**src/logic/pds_pkg.sv**
```systemverilog
// How it works
// - Select bit 1 feeds high band input
// - High band: divide by two, then counter
// - Select bit 0 feeds low band input
// - Low band swallow mode: direct counter, no prescaler
// - Low band direct mode: 12-bit divider
// - Pumps high when fast, low when slow
// - Pumps float when divided and reference pulses coincide
// - Controller clock 400 kHz, 66 percent duty
// - Serial bits timed by serial clock
// - Device shifts out up to 28 bits
`default_nettype none
package pds_pkg;

  localparam int unsigned CLK_SYS_HZ      = 20000000;
  localparam int unsigned CTRL_CLK_HZ     = 400000;
  localparam int unsigned CTRL_DUTY_PCT   = 66;
  localparam int unsigned CTRL_PERIOD_CYC = CLK_SYS_HZ / CTRL_CLK_HZ;
  localparam int unsigned CTRL_HIGH_CYC   =
    (CTRL_PERIOD_CYC * CTRL_DUTY_PCT) / 100;

  localparam int unsigned CTRL_WORD_BITS  = 36;
  localparam int unsigned READ_BITS       = 28;
  localparam int unsigned SWALLOW_MIN     = 256;
  localparam int unsigned DIRECT_MIN      = 4;
  localparam int unsigned DIRECT_BITS     = 12;
  localparam int unsigned REF_DIV_DEFAULT = 2000;

  localparam logic [15:0] DIVISOR_RESET   = 16'h0100;

  typedef struct packed {
    logic [17:0] spare;
    logic        pulseSwallowSelect;
    logic        dividerInputSelect;
    logic [15:0] divisor;
  } pds_ctrl_t;

  localparam pds_ctrl_t CTRL_RESET = '{
    spare:              18'h00000,
    pulseSwallowSelect: 1'b1,
    dividerInputSelect: 1'b1,
    divisor:            DIVISOR_RESET
  };

  // Output and enable of one three-state or open-drain pin
  typedef struct packed {
    logic level;
    logic oe;
  } pds_pin_t;

endpackage
`default_nettype wire

```
**src/logic/pds_pll_divider.sv**
```systemverilog
`timescale 1ns/100ps
`default_nettype none
module pds_pll_divider #(
  parameter int unsigned REF_DIV = pds_pkg::REF_DIV_DEFAULT
) (
  // System
  input  wire logic      clk_sys,
  input  wire logic      rstn,
  // Local oscillator inputs
  input  wire logic      highBandOscInput,
  input  wire logic      lowBandOscInput,
  // Serial link
  input  wire logic      serialSelect,
  input  wire logic      serialClockIn,
  input  wire logic      serialDataIn,
  output pds_pkg::pds_pin_t serialDataOut,
  // Charge pumps and controller clock
  output pds_pkg::pds_pin_t chargePumpOutA,
  output pds_pkg::pds_pin_t chargePumpOutB,
  output pds_pkg::pds_pin_t controllerClockOut
);

  // Reference counter is 17 bits wide and needs at least two states
  if (REF_DIV < 2 || REF_DIV > 65536) begin : g_badRefDiv
    $error("REF_DIV out of range");
  end

  // Serial front end
  logic                 sclkPrev_r;
  logic                 selPrev_r;
  logic                 sclkRise;
  logic                 sclkFall;
  logic                 selRise;
  logic                 selFall;
  logic [35:0]          shiftIn_r;
  logic [5:0]           bitCount_r;
  pds_pkg::pds_ctrl_t   ctrl_r;
  logic [27:0]          shiftOut_r;
  logic [4:0]           outCount_r;
  pds_pkg::pds_pin_t    dataOut_r;

  assign sclkRise = serialClockIn && !sclkPrev_r;
  assign sclkFall = !serialClockIn && sclkPrev_r;
  assign selRise  = serialSelect && !selPrev_r;
  assign selFall  = !serialSelect && selPrev_r;

  always_ff @(posedge clk_sys or negedge rstn) begin
    if (!rstn) begin
      sclkPrev_r <= 1'b0;
      selPrev_r  <= 1'b0;
    end else begin
      sclkPrev_r <= serialClockIn;
      selPrev_r  <= serialSelect;
    end
  end

  // Input shifting on serial clock rise while selected
  always_ff @(posedge clk_sys or negedge rstn) begin
    if (!rstn) begin
      shiftIn_r  <= 36'h000000000;
      bitCount_r <= 6'h00;
    end else if (selRise) begin
      bitCount_r <= 6'h00;
    end else if (serialSelect && sclkRise) begin
      shiftIn_r <= {serialDataIn, shiftIn_r[35:1]};
      if (bitCount_r != 6'(pds_pkg::CTRL_WORD_BITS)) begin
        bitCount_r <= bitCount_r + 6'h01;
      end
    end
  end

  // Partial words never disturb the running settings
  always_ff @(posedge clk_sys or negedge rstn) begin
    if (!rstn) begin
      ctrl_r <= pds_pkg::CTRL_RESET;
    end else if (selFall &&
                 bitCount_r == 6'(pds_pkg::CTRL_WORD_BITS)) begin
      ctrl_r <= pds_ctrl_cast(shiftIn_r);
    end
  end

  function automatic pds_pkg::pds_ctrl_t pds_ctrl_cast(
    input logic [35:0] word
  );
    pds_ctrl_cast = word;
  endfunction

  // Phase detector state, read back by the controller
  logic upFlag_r;
  logic downFlag_r;

  // Read shifter loaded at select rise, shifts on serial clock fall
  always_ff @(posedge clk_sys or negedge rstn) begin
    if (!rstn) begin
      shiftOut_r <= 28'h0000000;
      outCount_r <= 5'h00;
    end else if (selRise) begin
      shiftOut_r <= {8'h00, upFlag_r, downFlag_r,
                     ctrl_r.pulseSwallowSelect,
                     ctrl_r.dividerInputSelect, ctrl_r.divisor};
      outCount_r <= 5'h00;
    end else if (serialSelect && sclkFall &&
                 outCount_r != 5'(pds_pkg::READ_BITS)) begin
      shiftOut_r <= {1'b0, shiftOut_r[27:1]};
      outCount_r <= outCount_r + 5'h01;
    end
  end

  // Open drain: pull low for a zero, release otherwise
  always_ff @(posedge clk_sys or negedge rstn) begin
    if (!rstn) begin
      dataOut_r <= '{level: 1'b0, oe: 1'b0};
    end else begin
      dataOut_r.level <= 1'b0;
      dataOut_r.oe    <= serialSelect && !selRise &&
                         outCount_r != 5'(pds_pkg::READ_BITS) &&
                         !shiftOut_r[0];
    end
  end
  assign serialDataOut = dataOut_r;

  // Oscillator edge detection
  logic hiPrev_r;
  logic loPrev_r;
  logic prescale_r;
  logic hiEdge;
  logic loEdge;
  logic divEdge;

  assign hiEdge = highBandOscInput && !hiPrev_r;
  assign loEdge = lowBandOscInput && !loPrev_r;

  always_ff @(posedge clk_sys or negedge rstn) begin
    if (!rstn) begin
      hiPrev_r   <= 1'b0;
      loPrev_r   <= 1'b0;
      prescale_r <= 1'b0;
    end else begin
      hiPrev_r <= highBandOscInput;
      loPrev_r <= lowBandOscInput;
      if (hiEdge) begin
        prescale_r <= !prescale_r;
      end
    end
  end

  // Source mux: prescaled high band, or raw low band
  always_comb begin
    if (ctrl_r.dividerInputSelect) begin
      divEdge = hiEdge && prescale_r;
    end else begin
      divEdge = loEdge;
    end
  end

  // Divisor of zero stands for the top of the range
  function automatic logic [16:0] pds_modulus(
    input pds_pkg::pds_ctrl_t c
  );
    if (!c.dividerInputSelect && !c.pulseSwallowSelect) begin
      pds_modulus = (c.divisor[11:0] == 12'h000) ?
                    17'h01000 : {5'h00, c.divisor[11:0]};
    end else begin
      pds_modulus = (c.divisor == 16'h0000) ?
                    17'h10000 : {1'b0, c.divisor};
    end
  endfunction

  logic [16:0] divCount_r;
  logic        divPulse_r;

  always_ff @(posedge clk_sys or negedge rstn) begin
    if (!rstn) begin
      divCount_r <= 17'h00000;
      divPulse_r <= 1'b0;
    end else begin
      divPulse_r <= 1'b0;
      if (divEdge) begin
        if (divCount_r <= 17'h00001) begin
          divCount_r <= pds_modulus(ctrl_r);
          divPulse_r <= 1'b1;
        end else begin
          divCount_r <= divCount_r - 17'h00001;
        end
      end
    end
  end

  // Reference divider from the crystal clock
  logic [16:0] refCount_r;
  logic        refPulse_r;

  always_ff @(posedge clk_sys or negedge rstn) begin
    if (!rstn) begin
      refCount_r <= 17'h00000;
      refPulse_r <= 1'b0;
    end else if (refCount_r == 17'(REF_DIV - 1)) begin
      refCount_r <= 17'h00000;
      refPulse_r <= 1'b1;
    end else begin
      refCount_r <= refCount_r + 17'h00001;
      refPulse_r <= 1'b0;
    end
  end

  // Phase-frequency detector; coincident pulses cancel
  always_ff @(posedge clk_sys or negedge rstn) begin
    if (!rstn) begin
      upFlag_r   <= 1'b0;
      downFlag_r <= 1'b0;
    end else begin
      if ((upFlag_r || divPulse_r) && (downFlag_r || refPulse_r)) begin
        upFlag_r   <= 1'b0;
        downFlag_r <= 1'b0;
      end else begin
        upFlag_r   <= upFlag_r || divPulse_r;
        downFlag_r <= downFlag_r || refPulse_r;
      end
    end
  end

  pds_pkg::pds_pin_t pump_r;

  always_ff @(posedge clk_sys or negedge rstn) begin
    if (!rstn) begin
      pump_r <= '{level: 1'b0, oe: 1'b0};
    end else begin
      pump_r.level <= upFlag_r;
      pump_r.oe    <= upFlag_r || downFlag_r;
    end
  end
  assign chargePumpOutA = pump_r;
  assign chargePumpOutB = pump_r;

  // Controller clock runs from reset release, independent of the link
  logic [5:0]        sysCount_r;
  pds_pkg::pds_pin_t sysClk_r;

  always_ff @(posedge clk_sys or negedge rstn) begin
    if (!rstn) begin
      sysCount_r <= 6'h00;
      sysClk_r   <= '{level: 1'b0, oe: 1'b0};
    end else begin
      if (sysCount_r == 6'(pds_pkg::CTRL_PERIOD_CYC - 1)) begin
        sysCount_r <= 6'h00;
      end else begin
        sysCount_r <= sysCount_r + 6'h01;
      end
      sysClk_r.level <= 1'b0;
      sysClk_r.oe    <= sysCount_r >=
                        6'(pds_pkg::CTRL_HIGH_CYC);
    end
  end
  assign controllerClockOut = sysClk_r;

endmodule
`default_nettype wire

```
**config.mk**
```make
export PLATFORM = sky130hd
export DESIGN_NAME = pds_pll_divider
export DESIGN_NICKNAME = d
export VERILOG_FILES = /design/src/logic/pds_pkg.sv /design/src/logic/pds_pll_divider.sv
export SDC_FILE = /design/constraint.sdc
export NUM_CORES = 1
export LEC_CHECK = 0
export BUFFER_PORTS_ARGS = -buffer_cell sky130_fd_sc_hd__buf_2
export CAP_MARGIN = 10
export CORE_MARGIN = 2
export CORE_UTILIZATION = 62
export CTS_BUF_LIST = sky130_fd_sc_hd__clkbuf_8
export CTS_CLUSTER_SIZE = 8
export DETAILED_ROUTE_END_ITERATION = 8
export PLACE_DENSITY = 0.77
export SLEW_MARGIN = 5
export SYNTH_ARGS = -nofsm -noshare
export SYNTH_HDL_FRONTEND = slang
export SYNTH_SLANG_ARGS = --single-unit
```
**constraint.sdc**
```tcl
create_clock -name clk_sys -period 5.4 [get_ports clk_sys]
set_input_delay 0.54 -clock clk_sys [delete_from_list [all_inputs] [get_ports clk_sys]]
set_output_delay 0.54 -clock clk_sys [all_outputs]
set_load 0.02 [all_outputs]
```
# ---- Word-level counts from Yosys, hierarchy flattened
# Index checks and enable logic that the tools add are counted.
dict set report totals {
  out_inout_bits 8
  reg_bits 146
  word_cells 92
  inputBits 7
}
dict set report op_classes {
  eq_ne 5
  order_cmp 2
  reduce_logical 37
  n_mux 19
  n_bitwise 1
  add_sub_neg 5
}
# cell count
set op_table {}
lappend op_table {{17-bit 2-to-1 mux} 4}
lappend op_table {{28-bit 2-to-1 mux} 2}
lappend op_table {{6-bit 2-to-1 mux} 4}
lappend op_table {{17-bit by 1-bit adder with 17-bit output, second input constant} 1}
lappend op_table {{17-bit by 11-bit equality test with 1-bit output, second input constant} 1}
lappend op_table {{17-bit by 1-bit less-or-equal comparator with 1-bit output, second input constant} 1}
lappend op_table {{17-bit by 1-bit subtractor with 17-bit output, second input constant} 1}
lappend op_table {{1-bit logical AND} 16}
lappend op_table {{16-bit logical NOT} 1}
lappend op_table {{13-bit 2-to-1 mux} 1}
lappend op_table {{6-bit by 1-bit adder with 6-bit output, second input constant} 2}
lappend op_table {{6-bit equality test, second input constant} 2}
lappend op_table {{12-bit logical NOT} 1}
lappend op_table {{1-bit logical NOT} 11}
lappend op_table {{5-bit 2-to-1 mux} 2}
lappend op_table {{6-bit >= comparator, second input constant} 1}
lappend op_table {{1-bit 2-to-1 mux} 6}
lappend op_table {{6-bit inequality test, second input constant} 1}
lappend op_table {{2-bit nonzero test} 3}
lappend op_table {{5-bit by 1-bit adder with 5-bit output, second input constant} 1}
lappend op_table {{5-bit inequality test, second input constant} 1}
lappend op_table {{2-bit AND reduction} 2}
lappend op_table {{1-bit logical OR} 3}
lappend op_table {{1-bit inverter} 1}

# ---- Longest topological paths before layout
# Gate-level depths: netlist (run 1).
dict set report logic_depth {
  word_depth 6
  ltp_mapped 7
  ltp_nobuf 6
}

# ---- Least setup slack after synthesis (run 1)
# Ideal clock, no wire load.
dict set report synth_timing {
  kind {input to register}
  start {in serialSelect}
  end {reg shiftIn_r[0]}
  setup_time_ns 0.125
  setup_slack_ns 3.608
  stages 5
  path_buffers 2
  required_ns 5.275
  arrival_ns 1.667
  cell_sequence {clkbuf_1 and3b_1 nand2_1 buf_2 mux2_2}
}
dict set report synth_via {
  elab_chain_len 3
  elab_cells_between_ends 4
  classes_between {1 x bitwise; 3 x reduce/logical}
}
# item line
set synth_lines {}
lappend synth_lines {{from (decl)} pds_pll_divider.sv:13} ;# input wire logic serialSelect,
lappend synth_lines {{1-bit logical AND} pds_pll_divider.sv:44} ;# assign selRise = serialSelect && !selPrev_r;
lappend synth_lines {{1-bit inverter (no line)} -}
lappend synth_lines {{2-bit AND reduction (no line) *} -}
lappend synth_lines {{to (signal assigned)} pds_pll_divider.sv:65} ;# shiftIn_r <= {serialDataIn, shiftIn_r[35:1]};
lappend synth_lines {{to (decl)} pds_pll_divider.sv:35} ;# logic [35:0] shiftIn_r;
# Mark *: on every way between the ends. The rest lies on a longest branch, timed or not.
# A chain may end at the register's enable or synchronous reset.

# ---- Final worst setup path (run 1)
dict set report layout_timing {
  start {reg divCount_r[7]}
  end {reg divCount_r[6]}
}
dict set report layout_via {
  elab_chain_len 2
}
# item line
set layout_lines {}
lappend layout_lines {{from (decl)} pds_pll_divider.sv:169} ;# logic [16:0] divCount_r;
lappend layout_lines {{from (signal assigned)} pds_pll_divider.sv:180} ;# divCount_r <= pds_modulus(ctrl_r);
lappend layout_lines {{from (signal assigned)} pds_pll_divider.sv:183} ;# divCount_r <= divCount_r - 17'h00001;
lappend layout_lines {{17-bit by 1-bit less-or-equal comparator with 1-bit output} pds_pll_divider.sv:179} ;# if (divCount_r <= 17'h00001) begin
lappend layout_lines {{17-bit 2-to-1 mux} pds_pll_divider.sv:179}
# Every way passes these cells.

==> results of run 1 <==
-- state kept, by name (all words and copies together) (netlist names), 2 cells and up --
name,flops
divCount_r,17
bitCount_r,6
shiftIn_r,36
ctrl_r,18
sysCount_r,6
chargePumpOutA,2
outCount_r,5
refCount_r,17
shiftOut_r,20
-- cell usage in the layout, fill, tap and decap left out, types with 5 or more instances in the layout --
master,n
nor2_1,35
mux2i_1,23
nor4_1,8
xnor2_1,14
inv_1,18
clkbuf_8,17
clkinv_2,5
ha_1,10
a21oi_1,7
nor3_1,11
buf_2,11
nand3_1,13
and3_1,5
mux2_2,56
xor2_1,10
nand4_1,16
dfrtp_1,135
o211ai_1,9
nor2b_1,5
o21ai_0,27
nand2_1,38
-- power by group through the flow --
stage	clock network [mW]	registers, mW	logic (mW)
6_report	0.691	1.15	0.208
5_1_grt	0.754	1.16	0.232
4_1_cts	0.715	1.15	0.208
3_5_place_dp	0	1.17	0.208
3_3_place_gp	0	1.16	0.201
2_1_floorplan	0	1.15	0.153
-- area by class of cell --
class                   count  area share, %
flip-flops and latches    138           51.6
multi-input cells         354           38.7
clock buffers              17           3.49
well taps                 133           2.49
repair buffers             16           1.44
clock inverters            14           1.33
inverters                  16          0.897
-- kinds of logic (layout without fill, tap and decap cells) --
logic type	count (synthesis)	after routing	share of synthesized area (%)
and+or+nand+nor	167	167	14.5
adders and majority gates	10	10	2.01
muxes	79	79	13.8
other	1	2	0.0603
DFF	138	138	55.6
xor gates and xnor gates	24	24	3.38
AOI/OAI and AO/OA	72	72	7.76
buffers and inverters	39	63	2.84
-- metal layers --
metal	track usage (%)	vias to the layer above	routed length [um]	part of all wire [%]
li1	-	1933	-	-
met1	29.7	1999	4990	46
met2	31.8	110	5040	46
met3	6.27	24	615	5.6
met4	11.2	0	308	2.8
met5	0	-	0	0
-- how the worst min path moves through the flow --
stage | startpoint | to | depth (start not counted)
final | rstn | outCount_r[3] | 1
after global routing | rstn | refCount_r[12] | 1
after CTS | rstn | refCount_r[12] | 1
after detailed placement | upFlag_r | chargePumpOutA[1] | 0
after global placement | divPulse_r | downFlag_r | 1
after floorplan | rstn | bitCount_r[0] | 0
-- worst register-to-register path, cell delays in order, from the launching register on --
cell and delay [ns]:
dfrtp_1 0.42, nor4_2 0.50, and4_1 0.59, a21oi_1 0.21, a221o_1 0.39
-- per-stage QoR --
step / hold slack (ns) / utilization, %
global route: 0.138 / 68.5
global placement: 0.419 / 65.2
CTS: 0.0973 / 68.5
floorplan: 0.244 / -
detailed placement: 0.442 / 65.2
finish: 0.101 / 68.5
==> flow_metrics.env, run 1 <==
export IMPL_yosysTopAreaCell="dfrtp_1"
export IMPL_num_fill_cells=765
export IMPL_detailed_place_hpwl_um=7290
export IMPL_antenna_left=0
export IMPL_drive_above_1_share_pct=20.7
export IMPL_vias=4066
export IMPL_ir_worst_vdd_v=0.000235
export IMPL_r2r_slack_ns=3.17
export IMPL_synth_area_sq_um=6220
export IMPL_syn2layout_area_growth_pct=7.64
export IMPL_clock_skew_final_ns=0.0119
export IMPL_p_total_mw=2.05
export IMPL_die_area_sq_um=10800
export IMPL_h_tree_depth=4
export IMPL_worst_pin_slew_ns=0.790
export IMPL_synth_ff_type="dfrtp_1"
export IMPL_post_route_period_util_pct=41.3
export IMPL_insertion_delay_ns=0.45
export IMPL_antennaDiodeCount=0
export IMPL_wl_per_cell_um=15.9
export IMPL_drc=0
export IMPL_power_clock_fraction_pct=33.7
export IMPL_grt_pass1_vias=3905
export IMPL_synthTopCellsByCount="135 x dfrtp_1, 56 x mux2_2, 38 x nand2_1"
export IMPL_ys_seq_area_share_pct=55.6
export IMPL_cts_buffer_depth=2
export IMPL_switching_power_uw=563
export IMPL_p_per_area_nw_per_um2=306
export IMPL_final_seq_area_sq_um=3460
export IMPL_worstSetupEndpoint="divCount_r[6]"
export IMPL_viasPerCell=5.91
export IMPL_max_cap_violations=0
export IMPL_cts_root_buffer="clkbuf_8"
export IMPL_worstSetupPathType="reg2reg"
export IMPL_grt_pass1_wl_um=18600
export IMPL_grt_overflow=0
export IMPL_yosys_cell_types_count=55
export IMPL_rsz0062_at_grt="false"
export IMPL_crit_slowest_cell="and4_1"
export IMPL_clock_fmax_mhz=448
export IMPL_layout_nets=560
export IMPL_cts_resized=0
export IMPL_post_cts_buffers=0
export IMPL_comb_power_share_pct=10.2
export IMPL_pwr_share_seq_pct=56.1
export IMPL_switching_share_pct=27.5
export IMPL_internal_power_mw=1.49
export IMPL_io_buffer_count=12
export IMPL_cp_max_fo=14
export IMPL_hold_viol=0
export IMPL_path_cells="nor4_2 > and4_1 > a21oi_1 > a221o_1"
export IMPL_ys_top_cells_by_area="dfrtp_1 54%, mux2_2 10%, mux2i_1 3.7%"
export IMPL_fin_setup_tns_ns=0
export IMPL_initial_core_util_pct=63.6
export IMPL_synth_top_area_share_pct=54.3
export IMPL_synth_warnings=0
export IMPL_numCtsBuffers=17
export IMPL_hp_class="in2async"
export IMPL_holdBufCountCts=0
export IMPL_max_stage_delay_ns=0.59
export IMPL_pin_count=15
export IMPL_clk_pin_slew_ns=0.07
export IMPL_async_flop_share_pct=100
export IMPL_setup_ws_ns=3.17
export IMPL_ys_ff_latch=138
export IMPL_critPathCaptureType="flop"
export IMPL_first_pass_iters=4
export IMPL_place_ws_ns=3.24
export IMPL_synth_edf_count=0
export IMPL_layout_min_cycle_time_ns=2.23
export IMPL_r2r_end="divCount_r[6]"
export IMPL_rows=36
export IMPL_grt_max_degree=72
export IMPL_multi_input_area_sq_um=2590
export IMPL_avgSynthCellArea_sq_um=11.7
export IMPL_place_area_sq_um=6370
export IMPL_status="complete, no violations"
export IMPL_crit_path_start="divCount_r[7]"
export IMPL_wl_um=11000
export IMPL_ff2ff_path_depth=4
export IMPL_cp_start_kind="flop"
export IMPL_antenna_found_initial=0
export IMPL_synthCells=530
export IMPL_grt_usage_pct=21.7
export IMPL_setup_violations=0
export IMPL_yosysMostFrequentCell="dfrtp_1"
export IMPL_final_area_sq_um=6700
export IMPL_p_leak_nw=3.20
export IMPL_first_iter_violations=206
export IMPL_finalMaxSlewViolations=0
export IMPL_die_h_um=104
export IMPL_dp_cells=657
export IMPL_place_congestion=0.976
export IMPL_regToRegStartpoint="divCount_r[7]"
export IMPL_required_ns=5.73
export IMPL_cp_depth=4
export IMPL_crit_family="simple AND/OR/NAND/NOR gates"
export IMPL_clock_sinks=138
export IMPL_arrival_ns=2.56
export IMPL_cts_tree="yes"
export IMPL_core_area_sq_um=9770
export IMPL_worst_path_buf_inv=0
export IMPL_max_slew_margin_rel_pct=47.3
export IMPL_dieWidth_um=104
export IMPL_fin_cells=688
(Power assumes the default switching activity.)
==> run 2: changes to the inputs <==
--- a/config.mk
+++ b/config.mk
@@ -5,10 +5,11 @@
 export SDC_FILE = /design/constraint.sdc
 export NUM_CORES = 1
 export LEC_CHECK = 0
+export ABC_AREA = 1
 export BUFFER_PORTS_ARGS = -buffer_cell sky130_fd_sc_hd__buf_2
 export CAP_MARGIN = 10
 export CORE_MARGIN = 2
-export CORE_UTILIZATION = 62
+export CORE_UTILIZATION = 59
 export CTS_BUF_LIST = sky130_fd_sc_hd__clkbuf_8
 export CTS_CLUSTER_SIZE = 8
 export DETAILED_ROUTE_END_ITERATION = 8
==> constraint.sdc (replaced) <==
create_clock -name clk_sys -period 2 [get_ports clk_sys]
set_input_delay 0.2 -clock clk_sys [delete_from_list [all_inputs] [get_ports clk_sys]]
set_output_delay 0.2 -clock clk_sys [all_outputs]
set_load 0.02 [all_outputs]
==> flow_metrics.env, run 2 <==
export IMPL_cts_root_buffer="clkbuf_8"
export IMPL_synth_edf_count=0
export IMPL_die_area_sq_um=12100
export IMPL_max_cap_violations=0
export IMPL_drive_above_1_share_pct=10.7
export IMPL_worst_pin_slew_ns=0.559
export IMPL_synth_warnings=0
export IMPL_layout_min_cycle_time_ns=1.81
export IMPL_status="complete, no violations"
export IMPL_final_cell_mix="204 x nand2_1, 135 x dfrtp_1, 101 x inv_1"
export IMPL_initial_core_util_pct=60.8
export IMPL_fin_setup_tns_ns=0
export IMPL_grt_pass1_wl_um=21600
export IMPL_viasPerCell=5.28
export IMPL_clk_pin_slew_ns=0.07
export IMPL_cts_tree="yes"
export IMPL_core_area_sq_um=10900
export IMPL_worstSetupPathType="in2reg"
export IMPL_pin_count=15
export IMPL_clock_skew_final_ns=0.0132
export IMPL_place_area_sq_um=6820
export IMPL_crit_path_start="serialSelect"
export IMPL_dieWidth_um=110
export IMPL_p_leak_nw=3.58
export IMPL_antennaDiodeCount=0
export IMPL_setup_ws_ns=0.187
export IMPL_clock_sinks=138
export IMPL_use_met2_pct=38.1
export IMPL_numCtsBuffers=17
export IMPL_yosysTopAreaCell="dfrtp_1"
export IMPL_regToRegStartpoint="sclkPrev_r"
export IMPL_r2r_end="shiftIn_r[16]"
export IMPL_h_tree_depth=4
export IMPL_max_flop_register="shiftIn_r"
export IMPL_antenna_found_initial=0
export IMPL_wl_per_cell_um=12.9
export IMPL_setup_violations=0
export IMPL_finalMaxSlewViolations=0
export IMPL_syn2layout_area_growth_pct=10.7
export IMPL_insertion_delay_ns=0.45
export IMPL_grt_pass1_vias=4883
export IMPL_num_fill_cells=887
export IMPL_arrival_ns=2.13
export IMPL_cp_max_fo=36
export IMPL_p_total_mw=7.87
export IMPL_grt_max_degree=64
export IMPL_final_common_cell="nand2_1"
export IMPL_ys_seq_area_share_pct=52.3
export IMPL_rsz0062_at_grt="false"
export IMPL_detailed_place_hpwl_um=8650
export IMPL_async_flop_share_pct=100
export IMPL_met3_usage_pct=5.28
export IMPL_antenna_left=0
export IMPL_ys_top_cells_by_area="dfrtp_1 51%, nand2_1 12%, inv_1 5.6%"
export IMPL_yosys_cell_types_count=42
export IMPL_first_pass_iters=5
export IMPL_cts_buffer_depth=2
export IMPL_synth_top_area_share_pct=51.1
export IMPL_vias=5142
export IMPL_required_ns=2.32
export IMPL_ir_worst_vdd_v=0.000925
export IMPL_clock_fmax_mhz=551
export IMPL_die_h_um=110
export IMPL_post_route_period_util_pct=90.7
export IMPL_final_area_sq_um=7320
export IMPL_hp_class="in2async"
export IMPL_rows=38
export IMPL_synth_area_sq_um=6620
export IMPL_grt_busiest_layer="met2"
export IMPL_synth_ff_type="dfrtp_1"
export IMPL_ys_ff_latch=138
export IMPL_avgSynthCellArea_sq_um=8.29
export IMPL_grt_usage_pct=23.1
export IMPL_place_congestion=0.923
export IMPL_hold_viol=0
export IMPL_synthCells=798
export IMPL_drc=0
export IMPL_largest_reg_flops=36
export IMPL_p_per_area_nw_per_um2=1080
export IMPL_first_iter_violations=362
export IMPL_synthTopCellsByCount="205 x nand2_1, 135 x dfrtp_1, 99 x inv_1"
export IMPL_io_buffer_count=12
export IMPL_wl_um=12600
export IMPL_r2r_slack_ns=0.29
export IMPL_max_slew_margin_rel_pct=62.7
export IMPL_grt_overflow=0
export IMPL_critPathCaptureType="flop"
export IMPL_place_ws_ns=0.256
export IMPL_yosysMostFrequentCell="nand2_1"
export IMPL_reg_top3="shiftIn_r: 36 flops, shiftOut_r: 20 flops, ctrl_r: 18 flops"
export IMPL_cp_start_kind="primary input"
export IMPL_ff2ff_path_depth=5
export IMPL_layout_nets=837
export IMPL_grtUsageMet1_pct=29.1
-- run 2: cell count changes after synthesis, sizes merged, moves of 9 or more --
cell and change:
nand3 +48, nand2 +180, a31oi +19, o211ai -9, o21ai +29, mux2 -55
mux2i -23, nor2 +56, inv +86
-- run 2: layout make-up --
type | count | area (sq um) | share of cell area (%)
timing repair buffer | 30 | 241 | 3.30
inverter | 102 | 390 | 5.33
clock buffer | 19 | 262 | 3.57
sequential | 138 | 3460 | 47.2
multi-input combinational | 531 | 2620 | 35.8
clock inverter | 13 | 176 | 2.41
tap | 140 | 175 | 2.39
-- run 2: what timing repair did --
item / in CTS / in global routing
endpoints found under the setup margin: 0 / 7
setup buffers: 0 / 0
resized for setup: 0 / 1
hold endpoints to repair: 62 / 0
hold buffers: 6 / 0
-- run 2: cells by family (layout without fill, tap and decap cells) --
logic type               after synthesis  after routing  share of synthesized area, %
other                                  1              2                        0.0567
XOR/XNOR                              22             22                          2.91
AO/OA/AOI/OAI                         96             96                          7.91
flip-flops                           138            138                          52.3
buffers and inverters                130            164                          8.28
adder cells (fa/ha/maj)               10             10                          1.89
AND/OR/NAND/NOR                      400            400                          26.5
multiplexers                           1              1                         0.170
-- run 2: stage by stage --
stage	std cells	hold WS (ns)	utilization, %
CTS	973	0.299	67.2
detailed placement	935	0.207	62.6
floorplan	799	-0.0956	-
global placement	935	0.206	62.6
finish	973	0.289	67.3
global route	973	0.337	67.3
-- run 2: critical path, cell delays in order --
cell	delay (ns)
dlygate4sd3_1	0.52
buf_2	0.13
inv_1	0.08
nor3_1	0.43
nand2_4	0.30
buf_4	0.30
nand2_1	0.08
o21ai_0	0.08
-- run 2: layer usage --
metal,vias to the layer above,wire length [um]
met5,-,0
met1,2449,5790
met2,96,6090
li1,2567,-
met3,30,410
met4,0,297
-- run 2: power breakdown --
part	switching (mW)	internal, mW	total (mW)
registers	0.357	3.23	3.58
clock network	1.07	1.41	2.48
logic	1.12	0.686	1.80
-- run 2: worst max-delay path by stage --
| stage | endpoint | slack (ns) | depth (start not counted) |
|---|---|---|---|
| after global routing | shiftIn_r[19] | 0.06 | 8 |
| after detailed placement | shiftIn_r[8] | 0.26 | 7 |
| after CTS | shiftIn_r[19] | 0.10 | 8 |
| final | shiftIn_r[16] | 0.19 | 8 |
| after floorplan | divCount_r[16] | 0.46 | 9 |
| after global placement | shiftIn_r[10] | 0.35 | 7 |
